$ cat config.mk
export PLATFORM = sky130hd
export DESIGN_NAME = ptsd_core
export DESIGN_NICKNAME = d
export VERILOG_FILES = /design/src/rtl/ptsd_pkg.sv /design/src/rtl/ptsd_dec_if.sv /design/src/rtl/ptsd_dac_decode.sv /design/src/rtl/ptsd_core.sv
export SDC_FILE = /design/constraint.sdc
export NUM_CORES = 1
export LEC_CHECK = 0
export BUFFER_PORTS_ARGS = -buffer_cell sky130_fd_sc_hd__buf_2
export CORE_MARGIN = 3
export CORE_UTILIZATION = 50
export DETAILED_ROUTE_END_ITERATION = 6
export PLACE_DENSITY = 0.74
export SLEW_MARGIN = 20
export SYNTH_ARGS = -nofsm -noshare
export SYNTH_HDL_FRONTEND = slang
export SYNTH_SLANG_ARGS = --single-unit
$ cat constraint.sdc
create_clock -name core_clk -period 5 [get_ports core_clk]
set_clock_uncertainty 0.1 [all_clocks]
set_input_delay 0.25 -clock core_clk [delete_from_list [all_inputs] [get_ports core_clk]]
set_output_delay 0.25 -clock core_clk [all_outputs]
set_load 0.005 [all_outputs]
$ cat src/rtl/ptsd_pkg.sv
package ptsd_pkg;
  // ---------------------------------------------------------------
  // register map, byte offsets on the plain register port
  // ---------------------------------------------------------------
  localparam logic [7:0] OFS_CMD = 8'h04;   // command low, status high
  localparam logic [7:0] OFS_LAT = 8'h0C;   // latency timer in [15:8]
  localparam logic [7:0] OFS_BAR0 = 8'h10;  // lower half of 64-bit bar
  localparam logic [7:0] OFS_BAR1 = 8'h14;  // upper half of 64-bit bar
  localparam logic [7:0] OFS_MSTAT = 8'h40; // master termination status
  // field positions inside those words
  localparam int CMD_MEN_BIT = 2;           // master enable
  localparam int STAT_TABORT_BIT = 28;      // status bit 12 of the word
  localparam int STAT_MABORT_BIT = 29;      // status bit 13 of the word
  localparam int LAT_LSB = 8;
  localparam int MST_LAT_BIT = 4;
  localparam int MST_RETRY_BIT = 5;
  localparam int MST_DISC_ND_BIT = 6;
  localparam int MST_DISC_D_BIT = 7;
  localparam int BAR_LSB = 20;              // 1 MiB memory window
  // reset values
  localparam logic [7:0] RST_LAT = 8'h00;
  localparam logic [31:0] RST_BAR = 32'h0000_0000;
  // ---------------------------------------------------------------
  // bus commands and timing
  // ---------------------------------------------------------------
  localparam logic [3:0] CMD_DAC = 4'hD;
  localparam logic [3:0] CMD_CFG_RD = 4'hA;
  localparam logic [3:0] CMD_MEM_RD = 4'h6;
  localparam logic [2:0] MABORT_CLKS = 3'h5; // clocks waited for a claim
  // master sequencer, gray along idle-req-adr1-adr2-data-turn
  typedef enum logic [2:0] {
    M_IDLE = 3'b000,
    M_REQ = 3'b001,
    M_ADR1 = 3'b011,
    M_ADR2 = 3'b010,
    M_DATA = 3'b110,
    M_TURN = 3'b111
  } ptsd_mst_t;
endpackage

$ cat src/rtl/ptsd_dec_if.sv
interface ptsd_dec_if;
  logic frame_n;       // bus frame as seen on the pins
  logic req64_n;       // bus wide-data request
  logic idsel;         // configuration select
  logic [63:0] ad;     // bus address/data
  logic [7:0] cbe;     // bus command/byte enables
  logic [63:0] bar;    // 64-bit base pair
  logic claim;         // one-cycle pulse: decode hit
  logic dac;           // current cycle used two address phases
  logic wide;          // wide data requested with the address
  logic cfg;           // configuration cycle
  logic cfg_wr;        // configuration write
  logic [5:0] cfg_idx; // dword index of configuration access
  logic [63:0] addr;   // latched full address
  modport dec(input frame_n, req64_n, idsel, ad, cbe, bar,
    output claim, dac, wide, cfg, cfg_wr, cfg_idx, addr);
  modport top(output frame_n, req64_n, idsel, ad, cbe, bar,
    input claim, dac, wide, cfg, cfg_wr, cfg_idx, addr);
endinterface

$ cat src/rtl/ptsd_dac_decode.sv
module ptsd_dac_decode
  import ptsd_pkg::*;
(
  input wire core_clk,
  input wire rst,
  ptsd_dec_if.dec d
);
  // ---------------------------------------------------------------
  // address phase detection and decode
  // ---------------------------------------------------------------
  logic frame_q_ff;   // frame one clock ago
  logic ph2_ff;       // second address phase expected now
  logic [3:0] cmd_ff; // real command from the first phase
  logic claim_ff;
  logic dac_ff;
  logic wide_ff;
  logic cfg_ff;
  logic cfg_wr_ff;
  logic [5:0] idx_ff;
  logic [63:0] addr_ff;

  wire start = !d.frame_n && frame_q_ff;
  wire is_dac = d.cbe[3:0] == CMD_DAC;
  wire mem1 = d.cbe[3:1] == CMD_MEM_RD[3:1];
  wire mem2 = cmd_ff[3:1] == CMD_MEM_RD[3:1];
  wire cfg1 = d.idsel && d.cbe[3:1] == CMD_CFG_RD[3:1] &&
    d.ad[1:0] == 2'b00;
  // single address hits only when the upper base half is zero
  wire hit32 = mem1 && d.bar[63:32] == 32'h0000_0000 &&
    d.ad[31:BAR_LSB] == d.bar[31:BAR_LSB];
  // phase two carries the upper half on the low lanes
  wire [63:0] full2 = {d.ad[31:0], addr_ff[31:0]};
  wire hit64 = mem2 && full2[63:BAR_LSB] == d.bar[63:BAR_LSB];

  // latch over both phases, decision one clock after the last one
  always_ff @(posedge core_clk) begin
    if (rst) begin
      frame_q_ff <= 1'b1;
      ph2_ff <= 1'b0;
      cmd_ff <= 4'h0;
      claim_ff <= 1'b0;
      dac_ff <= 1'b0;
      wide_ff <= 1'b0;
      cfg_ff <= 1'b0;
      cfg_wr_ff <= 1'b0;
      idx_ff <= 6'h00;
      addr_ff <= 64'h0000_0000_0000_0000;
    end else begin
      frame_q_ff <= d.frame_n;
      claim_ff <= 1'b0;
      if (start) begin
        addr_ff <= is_dac ? d.ad : {32'h0000_0000, d.ad[31:0]};
        cmd_ff <= is_dac ? d.cbe[7:4] : d.cbe[3:0];
        wide_ff <= !d.req64_n;
        dac_ff <= is_dac;
        ph2_ff <= is_dac;
        cfg_ff <= !is_dac && cfg1;
        cfg_wr_ff <= d.cbe[0];
        idx_ff <= d.ad[7:2];
        // slow decode waits for phase two on a dual cycle
        claim_ff <= !is_dac && (hit32 || cfg1);
      end else if (ph2_ff) begin
        ph2_ff <= 1'b0;
        addr_ff[63:32] <= d.ad[31:0];
        claim_ff <= hit64;
      end
    end
  end

  assign d.claim = claim_ff;
  assign d.dac = dac_ff;
  assign d.wide = wide_ff;
  assign d.cfg = cfg_ff;
  assign d.cfg_wr = cfg_wr_ff;
  assign d.cfg_idx = idx_ff;
  assign d.addr = addr_ff;

  slow_dec_a: assert property (@(posedge core_clk) disable iff (rst)
    claim_ff && dac_ff |-> $past(ph2_ff) && !$past(start))
    else $error("dual cycle claimed before second address phase");
endmodule

$ cat src/rtl/ptsd_core.sv
module ptsd_core
  import ptsd_pkg::*;
#(
  parameter logic HOST_BRIDGE = 1'b0,  // build option
  parameter logic LAT_TIMER_OFF = 1'b0 // build option
) (
  input wire core_clk,
  input wire rst,
  input wire [7:0] reg_addr,
  input wire [31:0] reg_wdata,
  input wire reg_wr,
  input wire reg_rd,
  output logic [31:0] reg_rdata,
  input wire local_request_narrow_n,
  input wire local_request_wide_n,
  input wire local_last_request_n,
  input wire [63:0] l_adi,
  input wire [7:0] l_cbeni,
  output logic local_addr_ack,
  output logic local_xfer,
  output logic [7:0] master_status_vector,
  output logic tabort_seen,
  output logic mabort_seen,
  output logic [1:0] target_status_vector,
  output logic [63:0] local_addr,
  input wire gnt_n,
  input wire idsel,
  input wire frame_n_i,
  input wire irdy_n_i,
  input wire trdy_n_i,
  input wire stop_n_i,
  input wire devsel_n_i,
  input wire req64_n_i,
  input wire [63:0] ad_i,
  input wire [7:0] cbe_i,
  output logic req_n,
  output logic frame_n_o,
  output logic irdy_n_o,
  output logic req64_n_o,
  output logic mst_oe_n,
  output logic [63:0] ad_o,
  output logic ad_oe_n,
  output logic [7:0] cbe_o,
  output logic devsel_n_o,
  output logic trdy_n_o,
  output logic ack64_n_o,
  output logic tgt_oe_n
);
  // ---------------------------------------------------------------
  // register file
  // ---------------------------------------------------------------
  logic cmd_men_ff;     // software master enable
  logic tab_ff;         // status bit 12, sticky
  logic mab_ff;         // status bit 13, sticky
  logic [7:0] lat_ff;   // latency timer reload
  logic [31:0] bar0_ff; // base pair, low
  logic [31:0] bar1_ff; // base pair, high
  logic [7:0] mst_ff;   // master termination flags
  logic [31:0] rdata_ff;
  logic set_tab;
  logic set_mab;
  logic tgt_ff;         // target has claimed the cycle
  ptsd_dec_if dif ();

  // host bridge forces the master on whatever software writes
  wire men = HOST_BRIDGE || cmd_men_ff;
  // inbound configuration write, possibly from our own master
  wire cfg_go = tgt_ff && dif.cfg && dif.cfg_wr && !irdy_n_i;
  wire wr_en = reg_wr || cfg_go;
  wire [7:0] wr_a = reg_wr ? reg_addr : {dif.cfg_idx, 2'b00};
  wire [31:0] wr_d = reg_wr ? reg_wdata : ad_i[31:0];
  wire wr_cmd = wr_en && wr_a == OFS_CMD;
  wire clr_tab = wr_cmd && wr_d[STAT_TABORT_BIT];
  wire clr_mab = wr_cmd && wr_d[STAT_MABORT_BIT];

  // shared read decode; unmapped offsets answer zero
  function automatic logic [31:0] reg_read(input logic [7:0] a);
    logic [31:0] v;
    v = 32'h0000_0000;
    case (a)
      OFS_CMD: begin
        v[CMD_MEN_BIT] = men;
        v[STAT_TABORT_BIT] = tab_ff;
        v[STAT_MABORT_BIT] = mab_ff;
      end
      OFS_LAT: v[LAT_LSB+:8] = lat_ff;
      OFS_BAR0: v = {bar0_ff[31:BAR_LSB], 20'h0_0004};
      OFS_BAR1: v = bar1_ff;
      OFS_MSTAT: v[7:0] = mst_ff;
      default: v = 32'h0000_0000;
    endcase
    return v;
  endfunction

  // register writes; a setting event beats a clear in the same cycle
  always_ff @(posedge core_clk) begin
    if (rst) begin
      cmd_men_ff <= 1'b0;
      lat_ff <= RST_LAT;
      bar0_ff <= RST_BAR;
      bar1_ff <= RST_BAR;
      tab_ff <= 1'b0;
      mab_ff <= 1'b0;
    end else begin
      if (wr_cmd) cmd_men_ff <= wr_d[CMD_MEN_BIT];
      if (wr_en && wr_a == OFS_LAT) lat_ff <= wr_d[LAT_LSB+:8];
      if (wr_en && wr_a == OFS_BAR0) bar0_ff <= wr_d;
      if (wr_en && wr_a == OFS_BAR1) bar1_ff <= wr_d;
      tab_ff <= set_tab || (tab_ff && !clr_tab);
      mab_ff <= set_mab || (mab_ff && !clr_mab);
    end
  end

  // read data stands only in the cycle after the strobe
  always_ff @(posedge core_clk) begin
    if (rst) rdata_ff <= 32'h0000_0000;
    else rdata_ff <= reg_rd ? reg_read(reg_addr) : 32'h0000_0000;
  end

  // ---------------------------------------------------------------
  // master sequencer
  // ---------------------------------------------------------------
  ptsd_mst_t st_ff;
  logic [63:0] maddr_ff;  // captured local address
  logic [3:0] mcmd_ff;    // real command
  logic mdac_ff;          // two address phases needed
  logic mwide_ff;         // wide data asked for
  logic single_ff;        // one data phase only
  logic last_ff;          // frame already released
  logic first_ff;         // still in first data phase
  logic seen_ff;          // devsel observed this transaction
  logic lat_hit_ff;       // ending because timer ran out
  logic [2:0] wait_ff;    // clocks without a claim
  logic [7:0] latc_ff;    // running latency count
  logic ack_ff;
  logic xfer_ff;
  logic req_ff;
  logic frame_ff;
  logic irdy_ff;
  logic req64_ff;
  logic moe_ff;

  wire lreq = !local_request_narrow_n || !local_request_wide_n;
  wire ldac = l_cbeni[3:0] == CMD_DAC;
  wire [3:0] lcmd = ldac ? l_cbeni[7:4] : l_cbeni[3:0];
  wire lcfg = lcmd[3:1] == CMD_CFG_RD[3:1];
  wire bus_idle = frame_n_i && irdy_n_i;
  wire in_data = st_ff == M_DATA;
  wire dsel = !devsel_n_i;
  wire stp = !stop_n_i;
  wire trd = !trdy_n_i;
  wire xfer = dsel && trd;
  wire t_mab = !seen_ff && !dsel && wait_ff == MABORT_CLKS;
  wire t_tab = seen_ff && !dsel && stp;
  wire t_retry = dsel && stp && !trd && first_ff;
  wire t_dnd = dsel && stp && !trd && !first_ff;
  wire t_dd = dsel && stp && trd;
  // timer option removes the forced end completely
  wire t_lat = !LAT_TIMER_OFF && latc_ff == 8'h00 && gnt_n;
  wire t_norm = xfer && !stp && last_ff;
  wire t_end = t_mab || t_tab || t_retry || t_dnd || t_dd || t_norm;
  assign set_tab = in_data && t_tab;
  assign set_mab = in_data && t_mab;

  // request, address phases, data phases and turnaround
  always_ff @(posedge core_clk) begin
    if (rst) begin
      st_ff <= M_IDLE;
      maddr_ff <= 64'h0000_0000_0000_0000;
      mcmd_ff <= 4'h0;
      {mdac_ff, mwide_ff, single_ff, last_ff} <= 4'h0;
      {first_ff, seen_ff, lat_hit_ff, ack_ff} <= 4'h0;
      {xfer_ff, req64_ff} <= 2'b01;
      {req_ff, frame_ff, irdy_ff, moe_ff} <= 4'hF;
      wait_ff <= 3'h0;
      latc_ff <= 8'h00;
      mst_ff <= 8'h00;
    end else begin
      ack_ff <= 1'b0;
      xfer_ff <= 1'b0;
      unique case (st_ff)
        M_IDLE: if (men && lreq) begin
          maddr_ff <= l_adi;
          mcmd_ff <= lcmd;
          mdac_ff <= ldac;
          mwide_ff <= !local_request_wide_n && local_request_narrow_n;
          // configuration asked for on the narrow request is one dword
          single_ff <= !local_request_narrow_n && lcfg;
          ack_ff <= 1'b1;
          req_ff <= 1'b0;
          st_ff <= M_REQ;
        end
        M_REQ: if (!gnt_n && bus_idle) begin
          mst_ff[7:4] <= 4'h0;
          req_ff <= 1'b1;
          frame_ff <= 1'b0;
          moe_ff <= 1'b0;
          req64_ff <= !mwide_ff;
          latc_ff <= lat_ff;
          st_ff <= M_ADR1;
        end
        M_ADR1: st_ff <= mdac_ff ? M_ADR2 : M_DATA;
        M_ADR2: st_ff <= M_DATA;
        M_DATA: begin
          if (latc_ff != 8'h00) latc_ff <= latc_ff - 8'h01;
          if (dsel) seen_ff <= 1'b1;
          if (!seen_ff && !dsel) wait_ff <= wait_ff + 3'h1;
          if (xfer) first_ff <= 1'b0;
          xfer_ff <= xfer;
          if (t_lat && !last_ff) lat_hit_ff <= 1'b1;
          if (t_lat || !local_last_request_n) begin
            last_ff <= 1'b1;
            frame_ff <= 1'b1;
          end
          if (t_end) begin
            mst_ff[MST_LAT_BIT] <= lat_hit_ff && t_norm;
            mst_ff[MST_RETRY_BIT] <= t_retry;
            mst_ff[MST_DISC_ND_BIT] <= t_dnd;
            mst_ff[MST_DISC_D_BIT] <= t_dd;
            {frame_ff, irdy_ff, req64_ff} <= 3'h7;
            st_ff <= M_TURN;
          end
        end
        M_TURN: begin
          moe_ff <= 1'b1;
          st_ff <= M_IDLE;
        end
        default: st_ff <= M_IDLE;
      endcase
      // entering data: one-shot cycles release frame at once
      if (st_ff == M_ADR2 || (st_ff == M_ADR1 && !mdac_ff)) begin
        irdy_ff <= 1'b0;
        last_ff <= single_ff || !local_last_request_n;
        frame_ff <= single_ff || !local_last_request_n;
        {first_ff, seen_ff, lat_hit_ff} <= 3'b100;
        wait_ff <= 3'h0;
      end
    end
  end

  // ---------------------------------------------------------------
  // target side, decode in the leaf module
  // ---------------------------------------------------------------
  logic dsel_ff;
  logic ack64_ff;
  logic [1:0] tsv_ff;
  logic [63:0] laddr_ff;
  logic [63:0] ad_ff;
  logic [7:0] cbe_ff;
  logic adoe_ff;
  logic toe_ff;         // target drive enable, low while claimed

  assign dif.frame_n = frame_n_i;
  assign dif.req64_n = req64_n_i;
  assign dif.idsel = idsel;
  assign dif.ad = ad_i;
  assign dif.cbe = cbe_i;
  assign dif.bar = {bar1_ff, bar0_ff[31:BAR_LSB], 20'h0_0000};

  ptsd_dac_decode u_dec (
    .core_clk(core_clk),
    .rst(rst),
    .d(dif)
  );

  // claim stays up until the final data phase completes
  always_ff @(posedge core_clk) begin
    if (rst) begin
      tgt_ff <= 1'b0;
      dsel_ff <= 1'b1;
      ack64_ff <= 1'b1;
      tsv_ff <= 2'b00;
      toe_ff <= 1'b1;
      laddr_ff <= 64'h0000_0000_0000_0000;
    end else if (dif.claim) begin
      tgt_ff <= 1'b1;
      toe_ff <= 1'b0;
      dsel_ff <= 1'b0;
      ack64_ff <= !(dif.wide && !dif.cfg);
      // self configuration must not disturb the local target
      if (!dif.cfg) begin
        tsv_ff <= dif.dac ? 2'b11 : 2'b01;
        laddr_ff <= dif.addr;
      end
    end else if (tgt_ff && frame_n_i && !irdy_n_i) begin
      tgt_ff <= 1'b0;
      toe_ff <= 1'b1;
      dsel_ff <= 1'b1;
      ack64_ff <= 1'b1;
    end
  end

  // shared address/data drive: config read data or master phases
  always_ff @(posedge core_clk) begin
    if (rst) begin
      ad_ff <= 64'h0000_0000_0000_0000;
      cbe_ff <= 8'h00;
      adoe_ff <= 1'b1;
    end else if (tgt_ff && dif.cfg && !dif.cfg_wr) begin
      ad_ff <= {32'h0000_0000, reg_read({dif.cfg_idx, 2'b00})};
      adoe_ff <= 1'b0;
    end else if (st_ff == M_REQ) begin
      ad_ff <= maddr_ff;
      cbe_ff <= mdac_ff ? {mcmd_ff, CMD_DAC} : {mcmd_ff, mcmd_ff};
      adoe_ff <= gnt_n || !bus_idle;
    end else if (st_ff == M_ADR1 && mdac_ff) begin
      ad_ff <= {maddr_ff[63:32], maddr_ff[63:32]};
      cbe_ff <= {mcmd_ff, mcmd_ff};
    end else if (in_data || st_ff == M_ADR1 || st_ff == M_ADR2) begin
      ad_ff <= l_adi;
      cbe_ff <= l_cbeni;
      adoe_ff <= !mcmd_ff[0] || t_end; // reads leave the lanes free
    end else begin
      adoe_ff <= 1'b1;
    end
  end

  assign reg_rdata = rdata_ff;
  assign local_addr_ack = ack_ff;
  assign local_xfer = xfer_ff;
  assign master_status_vector = mst_ff;
  assign tabort_seen = tab_ff;
  assign mabort_seen = mab_ff;
  assign target_status_vector = tsv_ff;
  assign local_addr = laddr_ff;
  assign req_n = req_ff;
  assign frame_n_o = frame_ff;
  assign irdy_n_o = irdy_ff;
  assign req64_n_o = req64_ff;
  assign mst_oe_n = moe_ff;
  assign ad_o = ad_ff;
  assign ad_oe_n = adoe_ff;
  assign cbe_o = cbe_ff;
  assign devsel_n_o = dsel_ff;
  assign trdy_n_o = dsel_ff;
  assign ack64_n_o = ack64_ff;
  assign tgt_oe_n = toe_ff;

  // ---------------------------------------------------------------
  // checks
  // ---------------------------------------------------------------
  start_clr_a: assert property (@(posedge core_clk) disable iff (rst)
    st_ff == M_ADR1 |-> mst_ff[7:4] == 4'h0)
    else $error("master flags not cleared at transaction start");
  retry_flag_a: assert property (@(posedge core_clk) disable iff (rst)
    in_data && t_retry |=> st_ff == M_TURN && mst_ff[7:4] == 4'h2)
    else $error("retry not flagged");
  disc_nd_a: assert property (@(posedge core_clk) disable iff (rst)
    in_data && t_dnd |=> mst_ff[7:4] == 4'h4 ##2 mst_ff[6])
    else $error("disconnect without data not held");
  disc_d_a: assert property (@(posedge core_clk) disable iff (rst)
    in_data && t_dd |=> mst_ff[7:4] == 4'h8 && frame_n_o)
    else $error("disconnect with data not flagged");
  tab_hold_a: assert property (@(posedge core_clk) disable iff (rst)
    tabort_seen && !clr_tab |=> tabort_seen)
    else $error("target abort flag dropped without clear");
  mab_set_a: assert property (@(posedge core_clk) disable iff (rst)
    in_data && t_mab |=> mabort_seen && st_ff == M_TURN)
    else $error("master abort not reported");
  host_men_a: assert property (@(posedge core_clk) disable iff (rst)
    HOST_BRIDGE && reg_rd && reg_addr == OFS_CMD |=> reg_rdata[2])
    else $error("master enable not fixed in host bridge");
  dual_adr_a: assert property (@(posedge core_clk) disable iff (rst)
    st_ff == M_ADR1 && mdac_ff |=> st_ff == M_ADR2 &&
    cbe_o[3:0] == cbe_o[7:4] && ad_o[31:0] == ad_o[63:32])
    else $error("second address phase malformed");
  ack_dsel_a: assert property (@(posedge core_clk) disable iff (rst)
    $fell(devsel_n_o) && $past(dif.wide && !dif.cfg) |-> !ack64_n_o)
    else $error("wide acknowledge not with claim");
  w1c_a: assert property (@(posedge core_clk) disable iff (rst)
    clr_mab && !set_mab |=> !mabort_seen)
    else $error("master abort flag not cleared by write");
  dac_tsv_a: assert property (@(posedge core_clk) disable iff (rst)
    dif.claim && dif.dac && !dif.cfg |=> target_status_vector == 2'b11)
    else $error("bar pair hit not shown");
endmodule

=== After elaboration in Yosys (flattened, before gate mapping) ===
Index checks and enable logic that the tools add are counted.
W data, S select, Z words.

* Register bits: 430
* Output and inout bits: 192
* Logic and storage cells: 290

* $add $sub $neg: 2
* Equality and inequality tests: 35
* Muxes and demuxes: 71
* Bitwise logic cells: 8
* Reductions and logical operators: 126

{| class="wikitable"
|+ Operators by type and width
! kind !! count
|-
| $mux W64 || 4
|-
| $mux W32 || 4
|-
| $mux W8 || 6
|-
| $pmux W12 S2 || 2
|-
| $pmux W8 S2 || 3
|-
| $logic_and A1 B1 Y1 || 47
|-
| $eq A44 B44 Y1 || 1
|-
| $eq A8 B5 Y1 const B || 4
|-
| $logic_not A32 Y1 || 1
|-
| $mux W1 || 27
|-
| $logic_not A1 Y1 || 23
|-
| $mux W4 || 5
|-
| $pmux W5 S2 || 2
|-
| $reduce_and A2 Y1 || 10
|-
| $reduce_bool A2 Y1 || 9
|-
| $logic_or A1 B1 Y1 || 17
|-
| $eq A8 B3 Y1 const B || 2
|-
| $eq A8 B4 Y1 const B || 2
|-
| $eq A3 B3 Y1 const B || 5
|-
| $pmux W3 S5 || 1
|-
| $reduce_and A3 Y1 || 5
|-
| $eq A12 B12 Y1 || 1
|-
| $eq A3 B2 Y1 const B || 4
|-
| $eq A6 B3 Y1 const B || 2
|-
| 28 further kinds || 55
|}

=== Depth between registers and ports, before layout ===
* Depth in word-level cells: 13
* Gate-level depth with buffers: 8
* Mapped depth without buffers: 6

=== Hierarchy ===
From an unflattened synthesis, not the netlist that was laid out.

* Cells, all modules: 2141
* Area, all modules: 17509.3 um^2

{| class="wikitable"
|+ Modules (own cells, without submodules)
! module !! times used !! cells each !! area an instance (um^2) !! sequential area each (um^2)
|-
| ptsd_core || 1 || 1650 || 13839.5 || 6586.3
|-
| ptsd_dac_decode || 1 || 491 || 3669.8 || 1481.4
|}

=== Worst setup path before layout ===
OpenSTA, ideal clock, no wires.

* Path type: reg-to-reg
* Start point: reg, netlist name u_dec.d.addr[5]
* End point: reg bar1_ff[10]
* Arrival: 1711 ps
* Setup slack: 3043 ps
* Stages on the path, launching flop included: 6
* Buffers on the path: 1
* Cell sequence: dfxtp_1 or3_4 nand3b_4 a221oi_4 buf_4 a211oi_2

{| class="wikitable"
|+ RTL lines
! what !! line !! text
|-
| end signal, assigned || ptsd_core.sv:108 || <nowiki>if (wr_en && wr_a == OFS_BAR1) bar1_ff <= wr_d;</nowiki>
|-
| end, declared || ptsd_core.sv:57 || <nowiki>logic [31:0] bar1_ff;</nowiki>
|}

=== Worst setup path after layout ===
* Start point: reg st_ff[0]
* End point: reg ad_ff[38], in the netlist ad_o[38]

* Longest elaborated chain between the ends: 4
* Elaborated cells on any way between the ends: 10
* Those cells by class: eq/ne (4); mux (2); reduce/logical (4)

{| class="wikitable"
|+ Ends and longest elaborated chain
! what !! line !! text
|-
| start, declared || ptsd_core.sv:123 || <nowiki>ptsd_mst_t st_ff;</nowiki>
|-
| start signal, assigned || ptsd_core.sv:202 || <nowiki>M_ADR1: st_ff <= mdac_ff ? M_ADR2 : M_DATA;</nowiki>
|-
| $eq A3 B2 Y1 / $eq A3 B3 Y1 (equally long branches) || ptsd_core.sv:306, ptsd_core.sv:309, ptsd_core.sv:148 ||
|-
| $logic_and A1 B1 Y1 / $logic_or A1 B1 Y1 (equally long branches) || ptsd_core.sv:306, ptsd_core.sv:309 ||
|-
| $mux W64 / $logic_or A1 B1 Y1 (equally long branches) || ptsd_core.sv:306, ptsd_core.sv:309 ||
|-
| $mux W64 / $reduce_bool A3 Y1 (equally long branches) || n/a ||
|-
| end signal, assigned || ptsd_core.sv:303 || <nowiki>ad_ff <= maddr_ff;</nowiki>
|-
| end signal, assigned || ptsd_core.sv:307 || <nowiki>ad_ff <= {maddr_ff[63:32], maddr_ff[63:32]};</nowiki>
|-
| end signal, assigned || ptsd_core.sv:310 || <nowiki>ad_ff <= l_adi;</nowiki>
|-
| end, declared || ptsd_core.sv:248 || <nowiki>logic [63:0] ad_ff;</nowiki>
|}

Several ways; a longest one is shown, not always the timed one.
A chain may end at the register's enable or synchronous reset.

==> key figures <==
Route
  • Vias per Instance: 5.94
  • 1st-iter DRT viols: 2012
  • Vias post-DR: between 15000 and 20000
  • Routed Antenna Nets: 0
  • Detailed Routing Iterations Pass 1: 6
  • Post-Route WL: between 60 and 70 mm
  • DR DRC count: 0
  • Wire length per cell: approximately 21 um

Worst setup path
  • Crit path launch: st_ff[0]
  • Startpoint types: flip-flop
  • R2R Setup Slk: slightly below 2 ns
  • Nature of the critical path endpoint: flip-flop
  • Worst r2r src: st_ff[0]
  • Arrival @ worst endpoint: about 3.4 ns
  • Slowest CP cell: buf_4
  • Crit path kind: reg2reg
  • Worst EP required: between 5 and 6 ns
  • CP Depth: 5
  • CP delay by family, top: simple AND/OR/NAND/NOR gates
  • Buf/Inv on CP: 1
  • R2R depth: 5
  • Worst stage delay on the critical path: 0.61 ns
  • Critical Path, Cell by Cell: nor2b_1, or2_2, buf_4, nor2_1, a311oi_1
  • Critical Path Fanout Max: slightly below 60
  • Worst Setup EP: ad_o[38]
  • Worst R2R End: ad_o[38]

STA
  • Max-slew violations: 0
  • Setup violators final: 0
  • Worst-margin pin slew: 1.12 ns
  • Fmax: around 0.33 GHz
  • Hold slack final: roughly 0.014 ns
  • Fin crit period: just over 3 ns
  • TNS Setup: 0 ns
  • Period utilisation layout: 61.0%
  • Final Hold Viols: 0
  • Rel. slew slack: 25.3%
  • RSZ-0062 raised after global routing: no

Global route
  • First-pass GRT wire length: a little under 100 mm
  • Grt total ovfl: 0
  • Initial antenna violation count: 14
  • Largest net degree at the start of global routing: 99
  • Number of global-route vias before repair: between 15000 and 20000
  • Global-route usage over all layers: 33.8%

Final layout
  • Non-filler cells, final: 3098
  • Finished Core Util: 66.5%
  • Most common cell after layout, fill and taps aside: nand2_1
  • Filler cells: between 2000 and 3000
  • Most frequent cells in the layout: nand2_1 (470), dfxtp_1 (403), buf_2 (384)
  • Layout Nets: around 2800
  • Layout area overhead: 29.4%
  • Share of layout cells above drive strength 1: between 20% and 30%

Floorplanning
  • Initial Util: between 50% and 60%
  • Core Area: about 34000 um2
  • # rows: 67
  • Die ar.: 37200 um2
  • Die width: around 190 um
  • Top Ports: 391
  • DIE HEIGHT: ~190 um

Placed design
  • Post-DP HPWL: 43.8 mm
  • Final Wtd Congestion: 0.900
  • Count of input and output buffers: 385
  • Dpl cells: between 2000 and 3000

Yosys
  • Top FF cell, synth: dfxtp_1
  • Synth Area in XOR/XNOR: under 10%
  • Register area share after synthesis: about 46%
  • Post-synthesis compound-gate area fraction: 21.2%
  • Synth cell types: between 60 and 70
  • Combinational family with the most area after synthesis: simple AND/OR/NAND/NOR gates
  • Post-synthesis adder-cell area fraction: less than 1%
  • Post-Synth Simple-Gate Area: between 20% and 30%
  • Area of the mapped netlist: 17500 um2
  • Syn avg cell area: just over 8 um2
  • Post-synth EDFFs: 0
  • Post-synth ARST share: 0%
  • Yosys warns: 0
  • Post-Syn Instances: between 2000 and 2500
  • Synth Register Bits: 403
  • Post-synthesis mux area share: 3.00%

Clock network
  • Clock Pin Slew Worst Setup and Hold Paths: around 0.060 ns
  • Clock sink count: slightly above 400
  • Hold bufs inserted after CTS: approximately 150
  • CTS max path bufs: 3
  • CTS HTree Levels: 2
  • Root buf cell: clkbuf_16
  • Total CTS buffers: 43
  • Worst-skew pair later-pin latency: 0.54 ns
  • # Post-CTS Setup Buffers: 0
  • CTS tree: built
  • CTS resizes: 0

Power
  • Pwr dens: between 300 and 400 nW/um2
  • Final total power: between 7000 and 8000 uW
  • VDD IR max: between 150 and 200 uV
  • Pleak: ~0.0092 uW

Run status
  • Status: complete, no violations

Min path
  • Hold Crit Class: in2reg

Flow run
  • Max-cap violations: 0
## sequential cells by signal, indices dropped and copies added, names as in the netlist, 2 cells and up, named ones only
signal	count
u_dec.cmd_ff	3
target_status_vector	2
master_status_vector	4
cbe_o	8
bar0_ff	12
u_dec.d.addr	64
st_ff	2
local_addr	64
maddr_ff	64
wait_ff	3
mcmd_ff	4
bar1_ff	32
ad_o	64
latc_ff	8
lat_ff	8
reg_rdata	32
## worst min path at each step
stage | depth (start not counted) | to | start | slack (ns)
floorplan | 1 | local_xfer | trdy_n_i | 0.23
finish | 3 | u_dec.d.addr[55] | ad_i[55] | 0.01
global placement | 2 | local_addr[49] | u_dec.d.addr[49] | 0.34
CTS | 3 | bar1_ff[5] | reg_wdata[5] | 0.007
detailed placement | 2 | u_dec.d.wide | req64_n_i | 0.34
global route | 3 | u_dec.d.addr[55] | ad_i[55] | 0.02
## where the power goes
| group | switching (uW) | total [uW] | internal, uW |
|---|---|---|---|
| clock network | 1340 | 3390 | 2050 |
| registers | 30.5 | 3280 | 3250 |
| logic | 306 | 535 | 229 |
| total | 1670 | 7200 | 5530 |
## worst min-delay path, cell delays in order
cell and delay, ns:
buf_2 0.07, a21oi_1 0.09, nor3_1 0.18
## cell usage after synthesis, types with 4 or more instances
cell | number | share of area (%)
a211oi_1 | 60 | 2.6
a211oi_2 | 30 | 2.2
a21oi_1 | 296 | 8.5
a221oi_1 | 26 | 1.3
a22o_1 | 22 | 1.1
a311oi_1 | 39 | 2.0
a31o_2 | 15 | 0.75
a31oi_1 | 4 | 0.14
a32oi_1 | 4 | 0.20
and2_1 | 10 | 0.36
and3_1 | 4 | 0.14
and3b_1 | 5 | 0.25
buf_1 | 19 | 0.41
buf_2 | 19 | 0.54
buf_4 | 11 | 0.47
clkbuf_1 | 120 | 2.6
dfxtp_1 | 403 | 46
ha_1 | 4 | 0.29
inv_1 | 47 | 1.0
mux2i_1 | 49 | 2.8
nand2_1 | 471 | 10
nand2b_1 | 11 | 0.39
nand3_1 | 14 | 0.40
nand3b_1 | 7 | 0.30
nand4_1 | 18 | 0.65
nor2_1 | 204 | 4.4
nor2b_1 | 10 | 0.36
nor3_1 | 52 | 1.5
nor3b_1 | 5 | 0.22
nor4_1 | 30 | 1.1
o21ai_0 | 36 | 1.0
o22ai_1 | 4 | 0.14
or2_2 | 5 | 0.18
xnor2_1 | 44 | 2.2
xor2_1 | 12 | 0.60
## area by class of cell
| class | count | area (um2) | share of cell area [%] |
|---|---|---|---|
| repair buffers | 566 | 3690 | 16.3 |
| clock inverters | 14 | 183 | 0.809 |
| diodes | 15 | 37.5 | 0.166 |
| well taps | 448 | 561 | 2.48 |
| inverters | 47 | 176 | 0.781 |
| clock buffers | 65 | 1330 | 5.89 |
| multi-input cells | 1540 | 8540 | 37.8 |
| flip-flops and latches | 403 | 8070 | 35.7 |
## kinds of logic (layout without fill, tap and decap cells)
kind of cell | after synthesis | after routing
flip-flops | 403 | 403
multiplexers | 52 | 52
other | 1 | 19
XOR/XNOR | 56 | 56
AND/OR/NAND/NOR | 862 | 862
AO/OA/AOI/OAI | 562 | 562
buffers and inverters | 219 | 692
adder cells (fa/ha/maj) | 4 | 4
## metrics by stage
step	setup slack, ns	instance area [um2]
floorplan	3.04	17500
global placement	2.05	19500
detailed placement	2.04	19500
CTS	2.12	22500
global route	1.78	22600
finish	1.95	22600
## per-layer routing
layer	vias to the layer above	share of wire [%]	GRT usage (%)	wire, um
li1	8374	-	-	-
met1	8587	39	45.0	25600
met2	1174	44	51.4	29200
met3	282	11	6.78	6920
met4	0	6.2	18.7	4070
met5	-	0	0	0
No activity file was read; power rests on OpenSTA's default activity.
